[src/pkg/adc_ctrl_pkg.sv]
// Purpose: Shared constants and types for the converter bus control block.
// Assumes: A 200 MHz reference clock.
// Notes: Every timing count is derived from its time in printed units.
package adc_ctrl_pkg;
  // ****************************************************************
  // Timing
  // ****************************************************************
  localparam int unsigned CLK_PERIOD_PS = 5000;
  localparam int unsigned CONV_TIME_US = 40;
  // The longest conversion time rounds down to whole cycles.
  localparam int unsigned CONV_CYCLES = (CONV_TIME_US * 1000 * 1000) / CLK_PERIOD_PS;
  localparam int unsigned READ_WAIT_NS = 600;
  // The least wait before a read rounds up to whole cycles.
  localparam int unsigned READ_WAIT_CYCLES = (READ_WAIT_NS * 1000 + CLK_PERIOD_PS - 1) / CLK_PERIOD_PS;

  // ****************************************************************
  // Widths, fields and reset values
  // ****************************************************************
  localparam int unsigned SAR_BITS = 8;
  localparam int unsigned LATCH_BITS = 5;
  localparam int unsigned CHANNELS = 4;
  localparam int unsigned SEL_SWAP_BIT = 0;
  localparam int unsigned SEL_PAIR_BIT = 1;
  localparam int unsigned SEL_MODE_BIT = 2;
  localparam int unsigned SEL_PSEUDO_BIT = 3;
  localparam logic [4:0] LATCH_RESET = 5'h00;
  localparam logic [7:0] RESULT_RESET = 8'h00;
  localparam logic [2:0] SRC_GROUND = 3'h4;
  localparam logic [2:0] PSEUDO_REF_CH = 3'h3;

  // ****************************************************************
  // Types
  // ****************************************************************
  typedef enum logic [2:0] {
    MODE_DIFF = 3'b001,
    MODE_SINGLE = 3'b010,
    MODE_PSEUDO = 3'b100
  } mux_mode_type;

  typedef enum logic [1:0] {
    ST_IDLE = 2'b01,
    ST_CONVERT = 2'b10
  } conv_state_type;

  typedef struct packed {
    logic cs_n;
    logic wr_n;
    logic rd_n;
  } strobe_type;

  typedef struct packed {
    mux_mode_type mode;
    logic [2:0] pos_src;
    logic [2:0] neg_src;
  } mux_sel_type;
endpackage

[src/design/adc_bus_control.sv]
// Purpose: Bus-side control of an 8-bit successive-approximation converter.
// Assumes: Strobes, data and channel codes arrive from outside and are synchronised.
// Notes: Analog inputs are modelled as 8-bit codes; the pin driver is outside.
`timescale 1ns/1ps
module adc_bus_control #(
  parameter int unsigned CONV_CYCLES = adc_ctrl_pkg::CONV_CYCLES
) (
  input wire logic REF_CLK,
  input wire logic SYS_RST,
  input wire logic CS_N,
  input wire logic WR_N,
  input wire logic RD_N,
  input wire logic [7:0] SHARED_DATA_LINES_IN,
  output logic [7:0] SHARED_DATA_LINES_OUT,
  output logic SHARED_DATA_LINES_OE,
  output logic CONVERSION_DONE_N,
  input wire logic [31:0] ANALOG_INPUT_CHANNELS,
  input wire logic [7:0] ANALOG_GROUND
);
  localparam int unsigned STEP_CYCLES = CONV_CYCLES / adc_ctrl_pkg::SAR_BITS;

  // ****************************************************************
  // Decoding helpers
  // ****************************************************************
  function automatic adc_ctrl_pkg::mux_sel_type decode_mux(input logic [4:0] lat);
    adc_ctrl_pkg::mux_sel_type s;
    s.mode = adc_ctrl_pkg::MODE_DIFF;
    s.pos_src = {1'b0, lat[adc_ctrl_pkg::SEL_PAIR_BIT], lat[adc_ctrl_pkg::SEL_SWAP_BIT]};
    s.neg_src = {1'b0, lat[adc_ctrl_pkg::SEL_PAIR_BIT], ~lat[adc_ctrl_pkg::SEL_SWAP_BIT]};
    if (lat[adc_ctrl_pkg::SEL_MODE_BIT] && !lat[adc_ctrl_pkg::SEL_PSEUDO_BIT]) begin
      s.mode = adc_ctrl_pkg::MODE_SINGLE;
      s.pos_src = {1'b0, lat[1:0]};
      s.neg_src = adc_ctrl_pkg::SRC_GROUND;
    end else if (lat[adc_ctrl_pkg::SEL_MODE_BIT]) begin
      s.mode = adc_ctrl_pkg::MODE_PSEUDO;
      s.pos_src = {1'b0, lat[1:0]};
      s.neg_src = adc_ctrl_pkg::PSEUDO_REF_CH;
    end
    return s;
  endfunction

  function automatic logic [7:0] pick_code(input logic [2:0] src, input logic [31:0] chans, input logic [7:0] gnd);
    logic [7:0] code;
    code = chans[src[1:0]*8 +: 8];
    if (src == adc_ctrl_pkg::SRC_GROUND) begin
      code = gnd;
    end
    return code;
  endfunction

  // ****************************************************************
  // Input synchronisers
  // ****************************************************************
  adc_ctrl_pkg::strobe_type strobe_meta_reg;
  adc_ctrl_pkg::strobe_type strobe_sync_reg;
  adc_ctrl_pkg::strobe_type strobe_prev_reg;
  logic [7:0] data_meta_reg;
  logic [7:0] data_sync_reg;
  logic [31:0] chan_meta_reg;
  logic [31:0] chan_sync_reg;
  logic [7:0] gnd_meta_reg;
  logic [7:0] gnd_sync_reg;

  always_ff @(posedge REF_CLK or posedge SYS_RST) begin
    if (SYS_RST) begin
      strobe_meta_reg <= '1;
      strobe_sync_reg <= '1;
      strobe_prev_reg <= '1;
      data_meta_reg <= '0;
      data_sync_reg <= '0;
      chan_meta_reg <= '0;
      chan_sync_reg <= '0;
      gnd_meta_reg <= '0;
      gnd_sync_reg <= '0;
    end else begin
      strobe_meta_reg <= {CS_N, WR_N, RD_N};
      strobe_sync_reg <= strobe_meta_reg;
      strobe_prev_reg <= strobe_sync_reg;
      data_meta_reg <= SHARED_DATA_LINES_IN;
      data_sync_reg <= data_meta_reg;
      chan_meta_reg <= ANALOG_INPUT_CHANNELS;
      chan_sync_reg <= chan_meta_reg;
      gnd_meta_reg <= ANALOG_GROUND;
      gnd_sync_reg <= gnd_meta_reg;
    end
  end

  // ****************************************************************
  // Strobe decoding
  // ****************************************************************
  wire cs_low = !strobe_sync_reg.cs_n;
  wire rd_low = !strobe_sync_reg.rd_n;
  wire wr_low = !strobe_sync_reg.wr_n;
  logic rd_held_reg;
  wire wr_fall = cs_low && wr_low && strobe_prev_reg.wr_n;
  wire wr_rise = cs_low && !wr_low && !strobe_prev_reg.wr_n;
  wire read_act = cs_low && rd_low;
  wire [4:0] channel_select_lines = data_sync_reg[adc_ctrl_pkg::LATCH_BITS-1:0];
  // Sampling at the rising edge relies on the host's data hold past that edge.
  wire latch_load = wr_rise && !rd_low && !rd_held_reg;

  // ****************************************************************
  // Channel latch and multiplexer
  // ****************************************************************
  logic [4:0] chan_latch_reg;
  wire rd_held_next = wr_fall ? rd_low : ((wr_low && !rd_low) ? 1'b0 : rd_held_reg);
  wire adc_ctrl_pkg::mux_sel_type mux_sel = decode_mux(chan_latch_reg);
  wire [7:0] pos_code = pick_code(mux_sel.pos_src, chan_sync_reg, gnd_sync_reg);
  wire [7:0] neg_code = pick_code(mux_sel.neg_src, chan_sync_reg, gnd_sync_reg);
  wire [4:0] latch_next = latch_load ? channel_select_lines : chan_latch_reg;

  // The new code reaches the mux one cycle after the edge, so the start waits a cycle.
  logic start_reg;

  always_ff @(posedge REF_CLK or posedge SYS_RST) begin
    if (SYS_RST) begin
      chan_latch_reg <= adc_ctrl_pkg::LATCH_RESET;
      rd_held_reg <= 1'b0;
      start_reg <= 1'b0;
    end else begin
      chan_latch_reg <= latch_next;
      rd_held_reg <= rd_held_next;
      start_reg <= wr_rise;
    end
  end

  // ****************************************************************
  // Converter core
  // ****************************************************************
  logic conv_busy;
  logic conv_done;
  logic [7:0] conv_result;

  sar_engine #(
    .STEP_CYCLES(STEP_CYCLES),
    .BITS(adc_ctrl_pkg::SAR_BITS)
  ) u_sar (
    .clk(REF_CLK),
    .rst(SYS_RST),
    .start(start_reg),
    .abort(wr_fall),
    .pos_code(pos_code),
    .neg_code(neg_code),
    .busy(conv_busy),
    .done(conv_done),
    .result(conv_result)
  );

  // ****************************************************************
  // Output latch, done flag and data drive
  // ****************************************************************
  // Done wins over a clear in the same cycle, so no finished result is lost.
  wire done_n_next = conv_done ? 1'b0 : ((wr_fall || read_act) ? 1'b1 : CONVERSION_DONE_N);
  wire [7:0] result_next = conv_done ? conv_result : SHARED_DATA_LINES_OUT;

  always_ff @(posedge REF_CLK or posedge SYS_RST) begin
    if (SYS_RST) begin
      CONVERSION_DONE_N <= 1'b1;
      SHARED_DATA_LINES_OUT <= adc_ctrl_pkg::RESULT_RESET;
      SHARED_DATA_LINES_OE <= 1'b0;
    end else begin
      CONVERSION_DONE_N <= done_n_next;
      SHARED_DATA_LINES_OUT <= result_next;
      SHARED_DATA_LINES_OE <= read_act;
    end
  end
endmodule

[src/design/sar_engine.sv]
// Purpose: Successive-approximation sequencer with sample hold of both inputs.
// Assumes: Input codes stand for the selected positive and negative voltages.
// Notes: One bit is decided every STEP_CYCLES clocks, most significant first.
`timescale 1ns/1ps
module sar_engine #(
  parameter int unsigned STEP_CYCLES = 1000,
  parameter int unsigned BITS = 8
) (
  input wire logic clk,
  input wire logic rst,
  input wire logic start,
  input wire logic abort,
  input wire logic [BITS-1:0] pos_code,
  input wire logic [BITS-1:0] neg_code,
  output logic busy,
  output logic done,
  output logic [BITS-1:0] result
);
  localparam int unsigned CW = $clog2(STEP_CYCLES) + 1;

  adc_ctrl_pkg::conv_state_type state_reg;
  logic [BITS-1:0] pos_hold_reg;
  logic [BITS-1:0] neg_hold_reg;
  logic [BITS-1:0] approx_reg;
  logic [BITS-1:0] mask_reg;
  logic [CW-1:0] step_reg;
  logic done_reg;
  wire [BITS-1:0] diff;
  wire [BITS-1:0] trial;
  wire keep;

  // ****************************************************************
  // Comparison
  // ****************************************************************
  // A negative input at or above the positive one gives a zero difference.
  assign diff = (pos_hold_reg > neg_hold_reg) ? BITS'(pos_hold_reg - neg_hold_reg) : '0;
  assign trial = approx_reg | mask_reg;
  assign keep = (diff >= trial);

  // ****************************************************************
  // Sequencer
  // ****************************************************************
  // A new start restarts at once, so a stale sequence never leaks a result.
  always_ff @(posedge clk or posedge rst) begin
    if (rst) begin
      state_reg <= adc_ctrl_pkg::ST_IDLE;
      pos_hold_reg <= '0;
      neg_hold_reg <= '0;
      approx_reg <= '0;
      mask_reg <= '0;
      step_reg <= '0;
      done_reg <= 1'b0;
    end else begin
      done_reg <= 1'b0;
      if (start) begin
        state_reg <= adc_ctrl_pkg::ST_CONVERT;
        pos_hold_reg <= pos_code;
        neg_hold_reg <= neg_code;
        approx_reg <= '0;
        mask_reg <= {1'b1, {(BITS-1){1'b0}}};
        step_reg <= CW'(STEP_CYCLES - 1);
      end else begin
        case (state_reg)
          adc_ctrl_pkg::ST_IDLE: begin
            state_reg <= adc_ctrl_pkg::ST_IDLE;
          end
          adc_ctrl_pkg::ST_CONVERT: begin
            if (abort) begin
              state_reg <= adc_ctrl_pkg::ST_IDLE;
            end else if (step_reg == '0) begin
              approx_reg <= keep ? trial : approx_reg;
              mask_reg <= mask_reg >> 1;
              step_reg <= CW'(STEP_CYCLES - 1);
              if (mask_reg[0]) begin
                state_reg <= adc_ctrl_pkg::ST_IDLE;
                done_reg <= 1'b1;
              end
            end else begin
              step_reg <= step_reg - 1'b1;
            end
          end
          default: begin
            state_reg <= adc_ctrl_pkg::ST_IDLE;
          end
        endcase
      end
    end
  end

  assign busy = (state_reg == adc_ctrl_pkg::ST_CONVERT);
  assign done = done_reg;
  assign result = approx_reg;
endmodule

[config.mk]
export PLATFORM = sky130hd
export DESIGN_NAME = adc_bus_control
export DESIGN_NICKNAME = d
export VERILOG_FILES = /design/src/pkg/adc_ctrl_pkg.sv /design/src/design/adc_bus_control.sv /design/src/design/sar_engine.sv
export SDC_FILE = /design/constraint.sdc
export NUM_CORES = 1
export LEC_CHECK = 0
export BUFFER_PORTS_ARGS = -buffer_cell sky130_fd_sc_hd__clkbuf_2
export CAP_MARGIN = 30
export CORE_ASPECT_RATIO = 1.5
export CORE_UTILIZATION = 58
export CTS_CLUSTER_DIAMETER = 150
export DETAILED_ROUTE_END_ITERATION = 8
export GPL_ROUTABILITY_DRIVEN = 0
export PLACE_DENSITY = 0.79
export SYNTH_ARGS = -nofsm -noshare
export SYNTH_HDL_FRONTEND = slang
export SYNTH_SLANG_ARGS = --single-unit
[constraint.sdc]
create_clock -name REF_CLK -period 5.8 [get_ports REF_CLK]
set_input_delay 0.58 -clock REF_CLK [delete_from_list [all_inputs] [get_ports REF_CLK]]
set_output_delay 0.58 -clock REF_CLK [all_outputs]
set_load 0.01 [all_outputs]
==> results.py <==
metrics = {
    "floorplanning": {
        "dieArea_mm2": 0.0107,
        "start_util_pct": 59.4,
        "die_h_um": 126,
        "coreArea_mm2": 0.0101,
        "die_w_um": 84.9,
        "rows": 45,
        "ioPinCount": 63,
    },
    "sta": {
        "fmax_ghz": 0.303,
        "tns_ns": 0,
        "rsz0062_at_grt": "false",
        "clock_skew_ns": 0.00557,
        "hold_viol_final": 0,
        "slew_headroom_pct": 33.2,
        "worst_slew_pin_slew_ns": 1.00,
        "hold_slack_ns": 0.225,
        "post-route-period-util_pct": 56.9,
        "report.final.slew_viol_count": 0,
        "setup_viol": 0,
        "fin_crit_ns": 3.30,
    },
    "worst_setup_path": {
        "critPathLaunchType": "flip-flop",
        "cp_max_fo": 8,
        "worstPathArrival_ns": 3.65,
        "cpMaxStageDelayCell": "a211oi_4",
        "rr_endpoint": "u_sar.result[2]",
        "cp_cell_sequence": "ha_1 > fa_1 > nor2b_1 > o21ai_0 > a21oi_1 > o21bai_1 > or2_2 > ha_1 > nor2_1 > a21oi_1 > o221ai_1 > a211oi_4 > a22o_1",
        "endpoint_kind": "flip-flop",
        "worst-r2r-setup-slack_ns": 2.50,
        "r2r_start": "u_sar.neg_hold_reg[0]",
        "crit_type": "reg2reg",
        "worst_ep_required_time_ns": 6.15,
        "reg2regPathDepth": 13,
        "slowest_delay_ns": 0.43,
    },
    "global_route": {
        "gr-total-overflow": 0,
        "grt_usage_pct": 21.3,
        "grt_max_degree": 89,
        "grt_pass1_wl_um": 17300,
        "grt_pass1_vias": 3788,
        "antenna_found_initial": 0,
    },
    "clocking": {
        "clk_latency_ns": 0.41,
        "cts_setup_buffers": 0,
        "cts_hold_buf": 0,
        "cts_resized": 0,
        "cts_root_buf": "clkbuf_16",
        "cts.clk_slew.worst_paths_ns": 0.06,
        "cts_buffers": 17,
        "cts_tree": "built",
        "cts.sinks": 157,
        "htreeDepth": 4,
        "clockBufferDepth": 2,
    },
    "routing": {
        "wl_per_cell_um": 15.9,
        "vias": 3648,
        "ant_nets": 0,
        "via_per_inst": 5.68,
        "firstDrtPassIters": 7,
        "drt_iter0_drc": 221,
        "drc_errors": 2,
        "drt_wl_total_um": 10200,
    },
    "placement": {
        "dp.cells": 608,
        "hpwl_um": 6870,
        "portBuffers": 58,
    },
    "layout": {
        "areaGrowthSynthToFinish_pct": 16.9,
        "fin_cells": 642,
        "nets": 583,
        "fillers": 666,
        "drive_above_1_share_pct": 27.8,
        "antenna_cells": 0,
    },
    "synth": {
        "synth_ff_type": "dfrtp_1",
        "ys_ff_latch": 157,
        "yosysSeqAreaShare_pct": 65.9,
        "ys_types": 47,
        "synth_fp_nets": 517,
        "yosysTopAreaCellShare_pct": 61.9,
        "synth-edff-count": 0,
        "yosysTopAreaCell": "dfrtp_1",
        "postSynthCellCount": 446,
        "avgSynthCellArea_um2": 13.4,
        "netlist_top_cells_area": "dfrtp_1 (62%), mux2_2 (4.3%), dfstp_2 (4.0%)",
        "ys_async_sr_fraction_pct": 100,
        "synth_warnings": 0,
        "syn_area_mm2": 0.00598,
        "synth_common_cells": "dfrtp_1 (148), nand2_1 (32), nor2_1 (30)",
        "synth_most_common_cell": "dfrtp_1",
    },
    "status": {
        "status": "finished with violations",
        "failed_checks": "design-rule violations",
    },
    "flow_run": {
        "drv_cap": 0,
    },
    "power_and_ir_drop": {
        "p_leak_nw": 3.25,
        "p_per_area_mw_per_mm2": 409,
        "peakVddDrop_mv": 0.400,
        "p_total_mw": 2.86,
    },
    "hold_path": {
        "hp-class": "in2async",
    },
}
==> worst max-delay path: cells and delay by family (launching register included) <==
kind	cells	cell delay (ns)
and+or+nand+nor	3	0.53
DFF	1	0.38
adders and majority gates	3	0.89
AOI/OAI and AO/OA	7	1.43
==> how the worst max path moves through the flow <==
| stage | from | to | slack, ns | cells past startpoint |
|---|---|---|---|---|
| after CTS | u_sar.neg_hold_reg[0] | u_sar.result[2] | 2.52 | 13 |
| after floorplan | SYS_RST | SHARED_DATA_LINES_OE | 1.00 | 1 |
| final | u_sar.neg_hold_reg[0] | u_sar.result[2] | 2.50 | 13 |
| after global placement | u_sar.neg_hold_reg[0] | u_sar.result[6] | 2.60 | 13 |
| after global routing | u_sar.neg_hold_reg[0] | u_sar.result[2] | 2.15 | 13 |
| after detailed placement | u_sar.neg_hold_reg[0] | u_sar.result[2] | 2.52 | 13 |
==> kinds of logic after synthesis <==
| group | count (synthesis) | synth area share, % |
|---|---|---|
| flops | 157 | 65.9 |
| simple gates | 99 | 8.01 |
| compound gates | 83 | 9.45 |
| buf+inv | 43 | 2.74 |
| mux | 36 | 8.59 |
| fa+ha+maj | 18 | 3.89 |
| xor+xnor | 10 | 1.46 |
==> cell type report <==
| cell class | instances | area (µm²) | share of cell area, % |
|---|---|---|---|
| clock inverter | 14 | 135 | 1.93 |
| tap | 117 | 146 | 2.09 |
| inverter | 27 | 106 | 1.52 |
| sequential | 157 | 3940 | 56.3 |
| timing repair buffer | 63 | 348 | 4.97 |
| multi-input combinational | 246 | 1880 | 26.9 |
| clock buffer | 18 | 439 | 6.28 |
==> power by group <==
part | switching (mW) | internal, mW
Clock | 0.444 | 0.611
Sequential | 0.0757 | 1.18
Combinational | 0.298 | 0.259
Total | 0.818 | 2.05
==> per-layer routing <==
metal / vias to the layer above / GRT usage, % / wire (µm)
met1: 1827 / 24.4 / 3870
met3: 22 / 4.62 / 333
met2: 105 / 36.8 / 5740
li1: 1694 / - / -
met5: - / 0 / 0
met4: 0 / 12.4 / 268
==> layout by cell type, fill, tap and decap left out, types with 3 or more instances in the layout <==
cell       Yosys  layout
nor3b_1        3       3
ha_1          17      17
dfstp_2        9       9
a21oi_1       14      14
nand2_1       32      32
dfrtp_1      148     148
o211ai_1       4       4
a22o_1        15      15
mux2i_1        3       3
clkbuf_16      0      17
xor2_1         6       6
mux2_2        23      23
inv_6          0       5
o21ai_0       18      18
clkbuf_2       0      58
buf_4          0       4
and2_1         5       5
a211oi_1       4       4
clkinv_2       0       3
a31oi_1        8       8
o22ai_1        8       8
nor3_1        11      11
xnor2_1        4       4
nor2_1        30      30
mux4_2        10      10
inv_1         27      26
==> per-stage QoR <==
stage	setup WS, ns	utilization (%)	area [µm²]
2_1_floorplan	1.00	-	5980
3_3_place_gp	2.60	63.4	6380
3_5_place_dp	2.52	63.4	6380
4_1_cts	2.52	69.1	6960
5_1_grt	2.15	69.4	6990
6_report	2.50	69.4	6990
Note: power is estimated with default switching activity, not from simulation.
